[src/design/frs_params.svh]
// constants of the fire service recall sequencer: offsets, fields, resets,
// timing. assumes a 50 MHz system clock.
`ifndef FRS_PARAMS_SVH
`define FRS_PARAMS_SVH

// ****************************************
// register offsets (byte addresses)
// ****************************************
`define FRS_OFF_CTRL 12'h000
`define FRS_OFF_CFG 12'h004
`define FRS_OFF_STAT 12'h008

// ****************************************
// field positions
// ****************************************
`define FRS_CTRL_EN 0
`define FRS_CTRL_VAR_LSB 1
`define FRS_CTRL_NC_LSB 4
`define FRS_CFG_FLOOR_LSB 0
`define FRS_CFG_ACC_LSB 8
`define FRS_STAT_ST_LSB 0
`define FRS_STAT_ACT_LSB 3
`define FRS_STAT_FIRE 6

// ****************************************
// widths and reset values
// ****************************************
`define FRS_FLOOR_W 6
`define FRS_ACC_W 2
`define FRS_EN_RST 1'b0
`define FRS_VAR_RST 3'h0
`define FRS_NC_RST 3'h0
`define FRS_FLOOR_RST 6'h00
`define FRS_ACC_RST 2'h1

// ****************************************
// timing
// ****************************************
`define FRS_CLK_MHZ 50
`define FRS_DEB_TIME_US 1000
`define FRS_DEB_CYC (`FRS_DEB_TIME_US * `FRS_CLK_MHZ)

`endif

[src/design/frs_pkg.sv]
// types of the fire service recall sequencer.
// assumes frs_params.svh is on the include path.
`include "frs_params.svh"

package frs_pkg;

  typedef enum logic [2:0] {
    FRS_ST_IDLE = 3'h1,
    FRS_ST_RECALL = 3'h2,
    FRS_ST_PARKED = 3'h4
  } frs_state_t;

  typedef enum logic [2:0] {
    FRS_V_SINGLE = 3'h0,
    FRS_V_DUAL = 3'h1,
    FRS_V_EXT1 = 3'h2,
    FRS_V_EXT2 = 3'h3,
    FRS_V_EMER = 3'h4
  } frs_variant_t;

  // contacts in channel order: landing key, car key, fire detect
  typedef struct packed {
    logic fire_detect_input;
    logic car_key_input;
    logic landing_key_input;
  } frs_contacts_t;

  typedef struct packed {
    logic [`FRS_FLOOR_W-1:0] car_floor;
    logic car_stopped;
    logic [`FRS_FLOOR_W-1:0] key_floor;
  } frs_car_t;

  typedef struct packed {
    logic fire_active;
    logic recall_req;
    logic [`FRS_FLOOR_W-1:0] target_floor;
    logic [`FRS_ACC_W-1:0] door_access;
    logic door_open;
    logic landing_panel_en;
    logic car_panel_en;
    logic car_calls_block;
    logic cancel_calls;
    logic em_call_valid;
    logic [`FRS_FLOOR_W-1:0] em_call_floor;
  } frs_out_t;

endpackage

[src/design/frs_sequencer.sv]
// fire service recall sequencer with apb register access.
// assumes car position and stop status from the lift controller, and
// contact inputs that are slow and synchronous-free (they get filtered).
//
// Implementation choices: the placing of the registers and the APB slave port.
`timescale 1ns/1ps
`include "frs_params.svh"

module frs_sequencer #(
  parameter int unsigned DEB_CYC = `FRS_DEB_CYC
) (
  // clock and reset
  input wire logic clk,
  input wire logic rst_b,
  // apb slave
  input wire logic psel,
  input wire logic penable,
  input wire logic pwrite,
  input wire logic [11:0] paddr,
  input wire logic [31:0] pwdata,
  output logic [31:0] prdata,
  output logic pready,
  output logic pslverr,
  // contacts and car status
  input frs_pkg::frs_contacts_t contacts,
  input frs_pkg::frs_car_t car,
  // commands to the lift controller
  output frs_pkg::frs_out_t cmd
);
  import frs_pkg::*;

  typedef struct packed {
    frs_state_t st;
    logic en;
    frs_variant_t variant;
    logic [2:0] nc;
    logic [`FRS_FLOOR_W-1:0] floor;
    logic [`FRS_ACC_W-1:0] access;
    logic lk_prev;
    logic [31:0] prdata;
    frs_out_t out;
  } frs_reg_t;

  localparam frs_out_t OUT_RST = '{
    landing_panel_en: 1'b1,
    car_panel_en: 1'b1,
    target_floor: `FRS_FLOOR_RST,
    door_access: `FRS_ACC_RST,
    default: '0
  };
  localparam frs_reg_t REG_RST = '{
    st: FRS_ST_IDLE,
    en: `FRS_EN_RST,
    variant: frs_variant_t'(`FRS_VAR_RST),
    nc: `FRS_NC_RST,
    floor: `FRS_FLOOR_RST,
    access: `FRS_ACC_RST,
    lk_prev: 1'b0,
    prdata: 32'h0000_0000,
    out: OUT_RST
  };

  frs_reg_t q;
  frs_reg_t d;
  logic [2:0] filt;
  logic [2:0] act;
  logic lk;
  logic ck;
  logic fd;
  logic at_recall;
  logic trigger;
  logic release_ok;
  logic car_ok;
  logic access_ph;
  logic mapped;
  logic [31:0] ctrl_rd;
  logic [31:0] cfg_rd;
  logic [31:0] stat_rd;

  // ****************************************
  // contact conditioning
  // ****************************************
  frs_debounce #(
    .N(3),
    .CYC(DEB_CYC)
  ) u_deb (
    .clk(clk),
    .rst_b(rst_b),
    .raw(contacts),
    .filt(filt)
  );

  assign act = filt ^ q.nc;
  assign lk = act[0];
  assign ck = act[1];
  assign fd = act[2];
  assign at_recall = car.car_stopped && (car.car_floor == q.floor);

  // ****************************************
  // variant decode
  // ****************************************
  always_comb begin
    trigger = 1'b0;
    release_ok = 1'b0;
    car_ok = 1'b0;
    case (q.variant)
      FRS_V_SINGLE: begin
        trigger = lk;
        release_ok = !lk;
        car_ok = 1'b1;
      end
      FRS_V_DUAL: begin
        trigger = lk;
        release_ok = !lk && !ck;
        car_ok = ck;
      end
      FRS_V_EXT1: begin
        // the fire contact is wired onto the car key input here
        trigger = ck;
        release_ok = !lk && !ck;
        car_ok = lk;
      end
      FRS_V_EXT2: begin
        trigger = fd || lk;
        release_ok = !lk && !ck && !fd;
        car_ok = ck;
      end
      FRS_V_EMER: begin
        trigger = fd;
        release_ok = !lk && !ck && !fd;
        car_ok = ck;
      end
      default: begin
        trigger = 1'b0;
      end
    endcase
  end

  // ****************************************
  // register views
  // ****************************************
  always_comb begin
    ctrl_rd = '0;
    ctrl_rd[`FRS_CTRL_EN] = q.en;
    ctrl_rd[`FRS_CTRL_VAR_LSB +: 3] = q.variant;
    ctrl_rd[`FRS_CTRL_NC_LSB +: 3] = q.nc;
    cfg_rd = '0;
    cfg_rd[`FRS_CFG_FLOOR_LSB +: `FRS_FLOOR_W] = q.floor;
    cfg_rd[`FRS_CFG_ACC_LSB +: `FRS_ACC_W] = q.access;
    stat_rd = '0;
    stat_rd[`FRS_STAT_ST_LSB +: 3] = q.st;
    stat_rd[`FRS_STAT_ACT_LSB +: 3] = act;
    stat_rd[`FRS_STAT_FIRE] = q.out.fire_active;
  end

  assign mapped = (paddr == `FRS_OFF_CTRL) || (paddr == `FRS_OFF_CFG) ||
                  (paddr == `FRS_OFF_STAT);
  assign access_ph = psel && penable;

  // ****************************************
  // next state
  // ****************************************
  always_comb begin
    d = q;
    d.out.cancel_calls = 1'b0;
    d.out.em_call_valid = 1'b0;
    d.lk_prev = lk;
    // read data is captured in setup so it comes from a flop in access
    if (psel && !penable) begin
      if (paddr == `FRS_OFF_CTRL) begin
        d.prdata = ctrl_rd;
      end else if (paddr == `FRS_OFF_CFG) begin
        d.prdata = cfg_rd;
      end else if (paddr == `FRS_OFF_STAT) begin
        d.prdata = stat_rd;
      end else begin
        d.prdata = '0;
      end
    end
    if (access_ph && pwrite) begin
      if (paddr == `FRS_OFF_CTRL) begin
        d.en = pwdata[`FRS_CTRL_EN];
        d.variant = frs_variant_t'(pwdata[`FRS_CTRL_VAR_LSB +: 3]);
        d.nc = pwdata[`FRS_CTRL_NC_LSB +: 3];
      end else if (paddr == `FRS_OFF_CFG) begin
        d.floor = pwdata[`FRS_CFG_FLOOR_LSB +: `FRS_FLOOR_W];
        d.access = pwdata[`FRS_CFG_ACC_LSB +: `FRS_ACC_W];
      end
    end
    case (q.st)
      FRS_ST_IDLE: begin
        if (q.en && trigger) begin
          d.st = FRS_ST_RECALL;
          // only the emergency variant throws away waiting calls
          d.out.cancel_calls = (q.variant == FRS_V_EMER);
        end
      end
      FRS_ST_RECALL: begin
        if (!q.en) begin
          d.st = FRS_ST_IDLE;
        end else if (at_recall && release_ok) begin
          d.st = FRS_ST_IDLE;
        end else if (at_recall) begin
          d.st = FRS_ST_PARKED;
        end
      end
      FRS_ST_PARKED: begin
        // firefighters may drive away; the end waits for the recall floor
        if (!q.en || (at_recall && release_ok)) begin
          d.st = FRS_ST_IDLE;
        end
        if (q.variant == FRS_V_EMER && lk && !q.lk_prev && !ck) begin
          d.out.em_call_valid = 1'b1;
          d.out.em_call_floor = car.key_floor;
        end
      end
      default: begin
        d.st = FRS_ST_IDLE;
      end
    endcase
    // outputs follow the next state so they line up with the state flop
    d.out.fire_active = (d.st != FRS_ST_IDLE);
    d.out.recall_req = (d.st == FRS_ST_RECALL);
    d.out.target_floor = d.floor;
    d.out.door_access = d.access;
    d.out.door_open = d.out.fire_active && at_recall;
    if (d.st == FRS_ST_IDLE) begin
      d.out.landing_panel_en = 1'b1;
      d.out.car_panel_en = 1'b1;
      d.out.car_calls_block = 1'b0;
    end else begin
      d.out.landing_panel_en = 1'b0;
      // during the run to the recall floor the emergency car panel is dead
      d.out.car_panel_en = car_ok &&
        !(q.variant == FRS_V_EMER && d.st == FRS_ST_RECALL);
      d.out.car_calls_block = !d.out.car_panel_en;
    end
  end

  always_ff @(posedge clk or negedge rst_b) begin
    if (!rst_b) begin
      q <= REG_RST;
    end else begin
      q <= d;
    end
  end

  // ****************************************
  // outputs
  // ****************************************
  assign prdata = q.prdata;
  assign pready = access_ph;
  assign pslverr = access_ph && !mapped;
  assign cmd = q.out;
endmodule

[src/design/frs_debounce.sv]
// per-channel synchroniser and bounce filter for contact inputs.
// assumes contacts are slow mechanical levels; cyc of at least 2.
`timescale 1ns/1ps

module frs_debounce #(
  parameter int unsigned N = 3,
  parameter int unsigned CYC = 50000
) (
  // clock and reset
  input wire logic clk,
  input wire logic rst_b,
  // contacts
  input wire logic [N-1:0] raw,
  output logic [N-1:0] filt
);
  import frs_pkg::*;

  localparam int unsigned CW = $clog2(CYC + 1);
  localparam logic [CW-1:0] LAST = CW'(CYC - 1);

  typedef struct packed {
    logic [N-1:0] s1;
    logic [N-1:0] s2;
    logic [N-1:0] filt;
    logic [N-1:0][CW-1:0] cnt;
  } frs_deb_t;

  frs_deb_t q;
  frs_deb_t d;

  always_comb begin
    d = q;
    d.s1 = raw;
    d.s2 = q.s1;
    for (int i = 0; i < N; i++) begin
      // a change must hold for the whole window; any bounce restarts it
      if (q.s2[i] != q.filt[i]) begin
        if (q.cnt[i] == LAST) begin
          d.filt[i] = q.s2[i];
          d.cnt[i] = '0;
        end else begin
          d.cnt[i] = q.cnt[i] + CW'(1);
        end
      end else begin
        d.cnt[i] = '0;
      end
    end
  end

  always_ff @(posedge clk or negedge rst_b) begin
    if (!rst_b) begin
      q <= '0;
    end else begin
      q <= d;
    end
  end

  assign filt = q.filt;

endmodule

[config.mk]
export PLATFORM = sky130hd
export DESIGN_NAME = frs_sequencer
export DESIGN_NICKNAME = d
export VERILOG_FILES = /design/src/design/frs_pkg.sv /design/src/design/frs_sequencer.sv /design/src/design/frs_debounce.sv
export VERILOG_INCLUDE_DIRS = /design/src /design/src/design
export SDC_FILE = /design/constraint.sdc
export NUM_CORES = 1
export LEC_CHECK = 0
export BUFFER_PORTS_ARGS = -buffer_cell sky130_fd_sc_hd__clkbuf_2
export CAP_MARGIN = 5
export CORE_MARGIN = 4
export CORE_UTILIZATION = 45
export CTS_CLUSTER_DIAMETER = 30
export DETAILED_ROUTE_END_ITERATION = 10
export GPL_TIMING_DRIVEN = 0
export PLACE_DENSITY = 0.7
export SYNTH_ARGS = -nofsm -noshare
export SYNTH_HDL_FRONTEND = slang
export SYNTH_HIERARCHICAL = 1
export SYNTH_SLANG_ARGS = --single-unit
export TNS_END_PERCENT = 10
[constraint.sdc]
create_clock -name clk -period 1.9 [get_ports clk]
set_clock_uncertainty 0.15 [all_clocks]
set_input_delay 0 -clock clk [delete_from_list [all_inputs] [get_ports clk]]
set_output_delay 0 -clock clk [all_outputs]
set_load 0.01 [all_outputs]
==> flow_summary.ini, run 1 <==
[sta]
slew_headroom_pct = 62.8
post-route-period-util_pct = 98.8
rsz0062_at_grt = yes
whs_ns = -0.00396
maxSlewViolCount = 0
final-hold-violation-count = 1
tightest_slew_ns = 0.557
fin_ws_ns = 0.0219
period_needed_ns = 1.88
setup_violations = 0
fmax_mhz = 532

[grt]
grt_start_max_net_pins = 62
top_usage_layer = met2
antenna_found_initial = 0
use_met1_pct = 20.1
overflow = 0
met3_usage_pct = 2.47
grt_pass1_wl_mm = 17.1
grt_pass1_vias = 3726
grt_use_total_pct = 16.1
grt_util_met2_pct = 28.0

[logic_synthesis]
async_reset_ff_share_pct = 100
syn-cell-area_um2 = 5170
synth_ff_type = dfrtp_1
avgSynthCellArea_um2 = 10.5
synth_edf_count = 0
synth_seq_area_share_pct = 48.0
ys_ff_latch = 99
synth_cell_types = 50
synthCells = 493
synth_warnings = 6

[detailed_routing]
via_per_inst = 4.88
firstDrtPassIters = 4
wl_per_cell_um = 13.4
drc = 0
antenna_left = 0
wl_mm = 10.4
via_count = 3777
first_iter_violations = 169

[outcome]
violations = negative hold slack
outcome = finished, violations left

[finish]
multi_input_area_um2 = 2340
drive_above_1_share_pct = 33.4
fin_nets = 697
design_area_um2 = 6470
final_common_cell = dfrtp_1
area_growth_pct = 25.3
fillers = 897
final_cell_mix = dfrtp_1, clkbuf_2, buf_4, nor2_1, xnor2_1
seq_area_um2 = 2480
n_antenna_cell = 0

[critical_path]
r2r_setup_slack_ns = 0.02
worstPathRequired_ns = 1.98
path_buf_inv = 1
worst-path-max-fanout = 10
path_class = reg2reg
cp_slowest_cell = o41ai_4
crit_arrival_ns = 1.96
r2r-end = u_deb/q[25]
slowest_delay_ns = 0.46
worst_setup_path_end_kind = register
cp_top_family = simple AND/OR/NAND/NOR gates
path_cells = nor4_2 > nand3_1 > o41ai_4 > buf_6 > nor2_1
regToRegStartpoint = u_deb/q[28]
setup.worst_path.start_class = register
r2r_cells = 5

[die]
initial_core_util_pct = 46.8
dieHeight_um = 115
io_pins = 121
coreArea_um2 = 11000
die-area_um2 = 13300
rows = 38
chipWidth_um = 115

[clocking]
cts_sinks = 99
clock_latency_ns = 0.34
cts_tree = done
clk_path_buf_depth = 2
h-tree-depth = 3
cts_buffers = 9
cts-root-buf = clkbuf_16
path_clk_slew_ns = 0.07

[power]
power_density_nw_per_um2 = 639
p_leak_nw = 3.05
irDropWorstVdd_mv = 0.342
power.total_mw = 4.14

[placement]
dp_hpwl_mm = 7.53
gp_congestion = 0.875
post_dp_cell_area_um2 = 5830
pre_cts_slack_ns = -0.271
portBuffers = 74

[worst_hold_path]
hold_path_depth = 3
hold_end = cmd[13]
min-delay-start = pwrite
min_path_type = in2reg

[job]
cap_violations = 0
==> logic make-up (layout without fill, tap and decap cells) <==
logic type      after synthesis  in the layout  share of synthesized area [%]
buf+inv                      75            194                           9.98
xor+xnor                     52             52                           8.81
mux                          31             31                           7.09
simple gates                191            191                           20.3
compound gates               41             41                           4.99
fa+ha+maj                     3              3                          0.726
flops                        99             99                           48.0
other cells                   1             23                         0.0726
==> state kept, by name, indices dropped and copies added, names as in the netlist <==
register    flops
prdata          9
u_deb/d         3
ctrl_rd         7
u_deb/q        51
cmd            22
u_deb/filt      3
q               4
==> layer usage <==
metal	wire, um	up-vias
met2	5240	102
met3	600	18
met1	4300	1772
met5	0	-
li1	-	1885
met4	222	0
==> metrics by stage <==
stage               setup TNS [ns]  utilization (%)  std cells
CTS                              0             58.0        771
floorplan                        0                -        515
global route                -0.833             58.7        774
finish                           0             58.7        774
global placement            -56.23             52.6        729
detailed placement           -6.26             52.9        730
==> final cells by class <==
| type | count | share of cell area [%] |
|---|---|---|
| Multi-Input combinational cell | 341 | 36.2 |
| Clock inverter | 6 | 0.618 |
| Timing Repair Buffer | 104 | 10.5 |
| Clock buffer | 10 | 3.69 |
| Sequential cell | 99 | 38.4 |
| Buffer | 64 | 7.38 |
| Tap cell | 140 | 2.71 |
| Inverter | 10 | 0.580 |
==> cells in the mapped netlist, drive strengths merged, types with 2 or more instances <==
cell     n  area share, %
a211oi   2           0.29
a21o     3           0.44
a21oi   12            1.2
and2     5           0.61
and3     5           0.61
buf     61            9.0
clkbuf   4           0.29
dfrtp   95             46
dfstp    4            2.0
ha       3           0.73
inv     10           0.73
mux2    24            5.7
mux2i    7            1.4
nand2   30            2.2
nand2b   2           0.24
nand3   21            2.2
nand4   16            2.2
nor2    66            4.9
nor2b    5           0.61
nor3    13            1.5
nor4    16            2.8
nor4b    3           0.51
nor4bb   3           0.58
o21ai   17            1.6
o41ai    2           0.70
xnor2   37            6.3
xor2    15            2.5
==> how the worst max path moves through the flow <==
stage	startpoint	end	slack [ns]	cells after the start
after floorplan	u_deb/filt[1]	cmd[0]	0.03	5
after global placement	rst_b	cmd[13]	-0.54	1
after detailed placement	cmd[15]	cmd[8]	-0.27	5
after CTS	cmd[15]	cmd[8]	0.005	5
after global routing	u_deb/q[28]	u_deb/filt[1]	-0.07	4
final	u_deb/q[28]	u_deb/q[25]	0.02	5
==> worst reg2reg max path, cell delays in order (launching register included) <==
cell	delay, ns
dfrtp_1	0.44
nor4_2	0.29
nand3_1	0.17
o41ai_4	0.46
buf_6	0.20
nor2_1	0.06
==> what timing repair did <==
action	4_1_cts	5_1_grt
setup endpoints to repair	46	47
pin swaps	4	4
resized for setup	9	15
endpoints found under the hold margin	69	0
setup buffers	2	4
hold buffers	23	0
==> power breakdown <==
part / internal, mW / switching [mW]
logic: 0.139 / 0.152
clock network: 0.923 / 0.775
registers: 2.13 / 0.0202
total: 3.19 / 0.947
No activity file was read; power rests on OpenSTA's default activity.
==> run 2: changes to the inputs <==
--- a/config.mk
+++ b/config.mk
@@ -13,9 +13,8 @@
 export CTS_CLUSTER_DIAMETER = 30
 export DETAILED_ROUTE_END_ITERATION = 10
 export GPL_TIMING_DRIVEN = 0
-export PLACE_DENSITY = 0.7
+export PLACE_DENSITY = 0.71
 export SYNTH_ARGS = -nofsm -noshare
 export SYNTH_HDL_FRONTEND = slang
-export SYNTH_HIERARCHICAL = 1
 export SYNTH_SLANG_ARGS = --single-unit
 export TNS_END_PERCENT = 10
==> run 2 against run 1 <==
  * The flow finishes with violations (negative setup slack)
  * Combinational power rose by 7.9%
  * Global-route usage rose by 0.52 points
  * Clock-buffer cell count did not move
  * First-iteration DRC count fell by 18%
  * Critical path type unchanged
  * Fmax fell by 2.4%
==> flow_summary.ini, run 2 <==
[die]
initial_core_util_pct = 45.8
rows = 38
io_pins = 121
chipWidth_um = 113
dieHeight_um = 113
coreArea_um2 = 10800
die-area_um2 = 12700

[clocking]
clock_latency_ns = 0.36
clk_path_buf_depth = 2
cts-root-buf = clkbuf_8
cts_sinks = 99
cts_buffers = 9
path_clk_slew_ns = 0.10
cts_tree = done
h-tree-depth = 3

[logic_synthesis]
ys_top_cells_by_area = dfrtp_1, buf_4, mux2_2, xor2_1, xnor2_1
synth_warnings = 0
synth_top_cell_by_area = dfrtp_1
synth_ff_type = dfrtp_1
async_reset_ff_share_pct = 100
avgSynthCellArea_um2 = 10.8
synth_edf_count = 0
synth_top_cell_area_share_pct = 48.1
syn-cell-area_um2 = 4940
synth_cell_types = 47
synthTopCellsByCount = dfrtp_1, buf_4, nor2_1, xor2_1, nand2_1
ys_ff_latch = 99
synth.most_common_cell = dfrtp_1
synth_seq_area_share_pct = 50.2
synthCells = 457

[detailed_routing]
drc = 0
via_count = 3656
firstDrtPassIters = 4
wl_per_cell_um = 14.2
via_per_inst = 4.95
antenna_left = 0
first_iter_violations = 139
wl_mm = 10.5

[critical_path]
slowest_delay_ns = 0.48
path_class = reg2reg
path_cells = xnor2_1 > nand4_1 > or4_4 > o31ai_4 > and2_1
cp_slowest_cell = or4_4
setup.worst_path.start_class = register
worst-path-max-fanout = 6
crit_arrival_ns = 2.08
worstPathRequired_ns = 2.05
worst_setup_path_end_kind = register

[sta]
fmax_mhz = 520
final-hold-violation-count = 0
slew_headroom_pct = 51.3
tightest_slew_ns = 0.725
tns_ns = -0.0573
period_needed_ns = 1.92
fin_ws_ns = -0.0237
post-route-period-util_pct = 101
rsz0062_at_grt = yes
maxSlewViolCount = 0
setup_violations = 4

[power]
p_leak_nw = 2.99
power.total_mw = 3.86
power_density_nw_per_um2 = 624
irDropWorstVdd_mv = 0.527

[placement]
gp_congestion = 0.811
post_dp_cell_area_um2 = 5600
dpl.cell_count = 694
dp_hpwl_mm = 7.27
portBuffers = 74

[outcome]
violations = negative setup slack
outcome = finished, violations left

[finish]
n_antenna_cell = 0
largest_reg_flops = 51
regMostFlops = u_deb.q
area_growth_pct = 25.2
drive_above_1_share_pct = 33.9
final_cells = 739
final_common_cell = dfrtp_1
design_area_um2 = 6190
final_cell_mix = dfrtp_1, clkbuf_2, buf_4
fin_nets = 662

[grt]
antenna_found_initial = 0
grt_pass1_wl_mm = 17.5
grt_pass1_vias = 3670
grt_start_max_net_pins = 57
grt_use_total_pct = 16.6
overflow = 0

[worst_hold_path]
min_path_type = in2reg

[job]
cap_violations = 0
[run 2: cell types whose count changed after synthesis, moves of 9 or more]
| cell | previous run | this run |
|---|---|---|
| and3_1 | 5 | 14 |
| mux2_2 | 15 | 24 |
| nor2_1 | 65 | 53 |
| nor4_1 | 13 | 1 |
| o21ai_0 | 17 | 7 |
| xnor2_1 | 37 | 25 |
| xor2_1 | 15 | 30 |
[run 2: timing repair]
item                                    CTS  global route
hold buffers                             29             0
endpoints found under the setup margin   41            43
pin swaps                                 2             3
setup buffers                             0             1
resized for setup                        11            12
endpoints found under the hold margin    78             0
[run 2: final timing paths]
path                        startpoint     endpoint  slack, ns  cells past startpoint
min                             pwrite   ctrl_rd[0]       0.02                      4
max reg2reg                    cmd[16]      cmd[10]      -0.02                      5
min in group asynchronous        rst_b       cmd[8]       0.06                      2
max                            cmd[16]      cmd[10]      -0.02                      5
min reg2reg                u_deb.d[52]  u_deb.q[52]       0.20                      0
max in group asynchronous        rst_b      cmd[12]       0.84                      3
[run 2: final cells by class]
type	instances	area (um2)
Clock inverter	6	73.8
Fill cell	906	4610
Timing Repair Buffer	105	698
Inverter	6	22.5
Buffer	63	454
Multi-Input combinational cell	310	2150
Clock buffer	10	128
Tap cell	140	175
Sequential cell	99	2480
[run 2: report_power, final]
group | internal, mW | switching, mW
combinational | 0.156 | 0.158
clock | 0.626 | 0.764
sequential | 2.13 | 0.0218
total | 2.92 | 0.944
[run 2: cells by family after synthesis]
group           share of synthesized area [%]
mux                                      7.09
simple gates                             18.2
fa+ha+maj                               0.759
compound gates                           4.48
xor+xnor                                 9.74
other cells                            0.0759
flops                                    50.2
buf+inv                                  9.47
[run 2: critical path: cells and delay by family (launching register included)]
kind / cells / cell delay [ns]
AND/OR/NAND/NOR: 3 / 0.80
flip-flops: 1 / 0.43
AO/OA/AOI/OAI: 1 / 0.30
XOR/XNOR: 1 / 0.21
[run 2: stage by stage]
stage	util [%]	hold WS [ns]	setup WS (ns)
2_1_floorplan	-	-0.446	0.122
3_3_place_gp	51.6	-0.0392	-0.502
3_5_place_dp	51.9	-0.0626	-0.304
4_1_cts	56.8	0.00943	-0.0164
5_1_grt	57.3	0.0435	-0.110
6_report	57.3	0.0198	-0.0237
[run 2: routing by layer]
metal	routed length, um	share of wire [%]	up-vias	global-route usage (%)
met5	0	0	-	0
met4	221	2.1	0	5.61
met3	482	4.6	19	2.94
met2	5230	50	89	28.1
met1	4520	43	1783	21.8
li1	-	-	1765	-
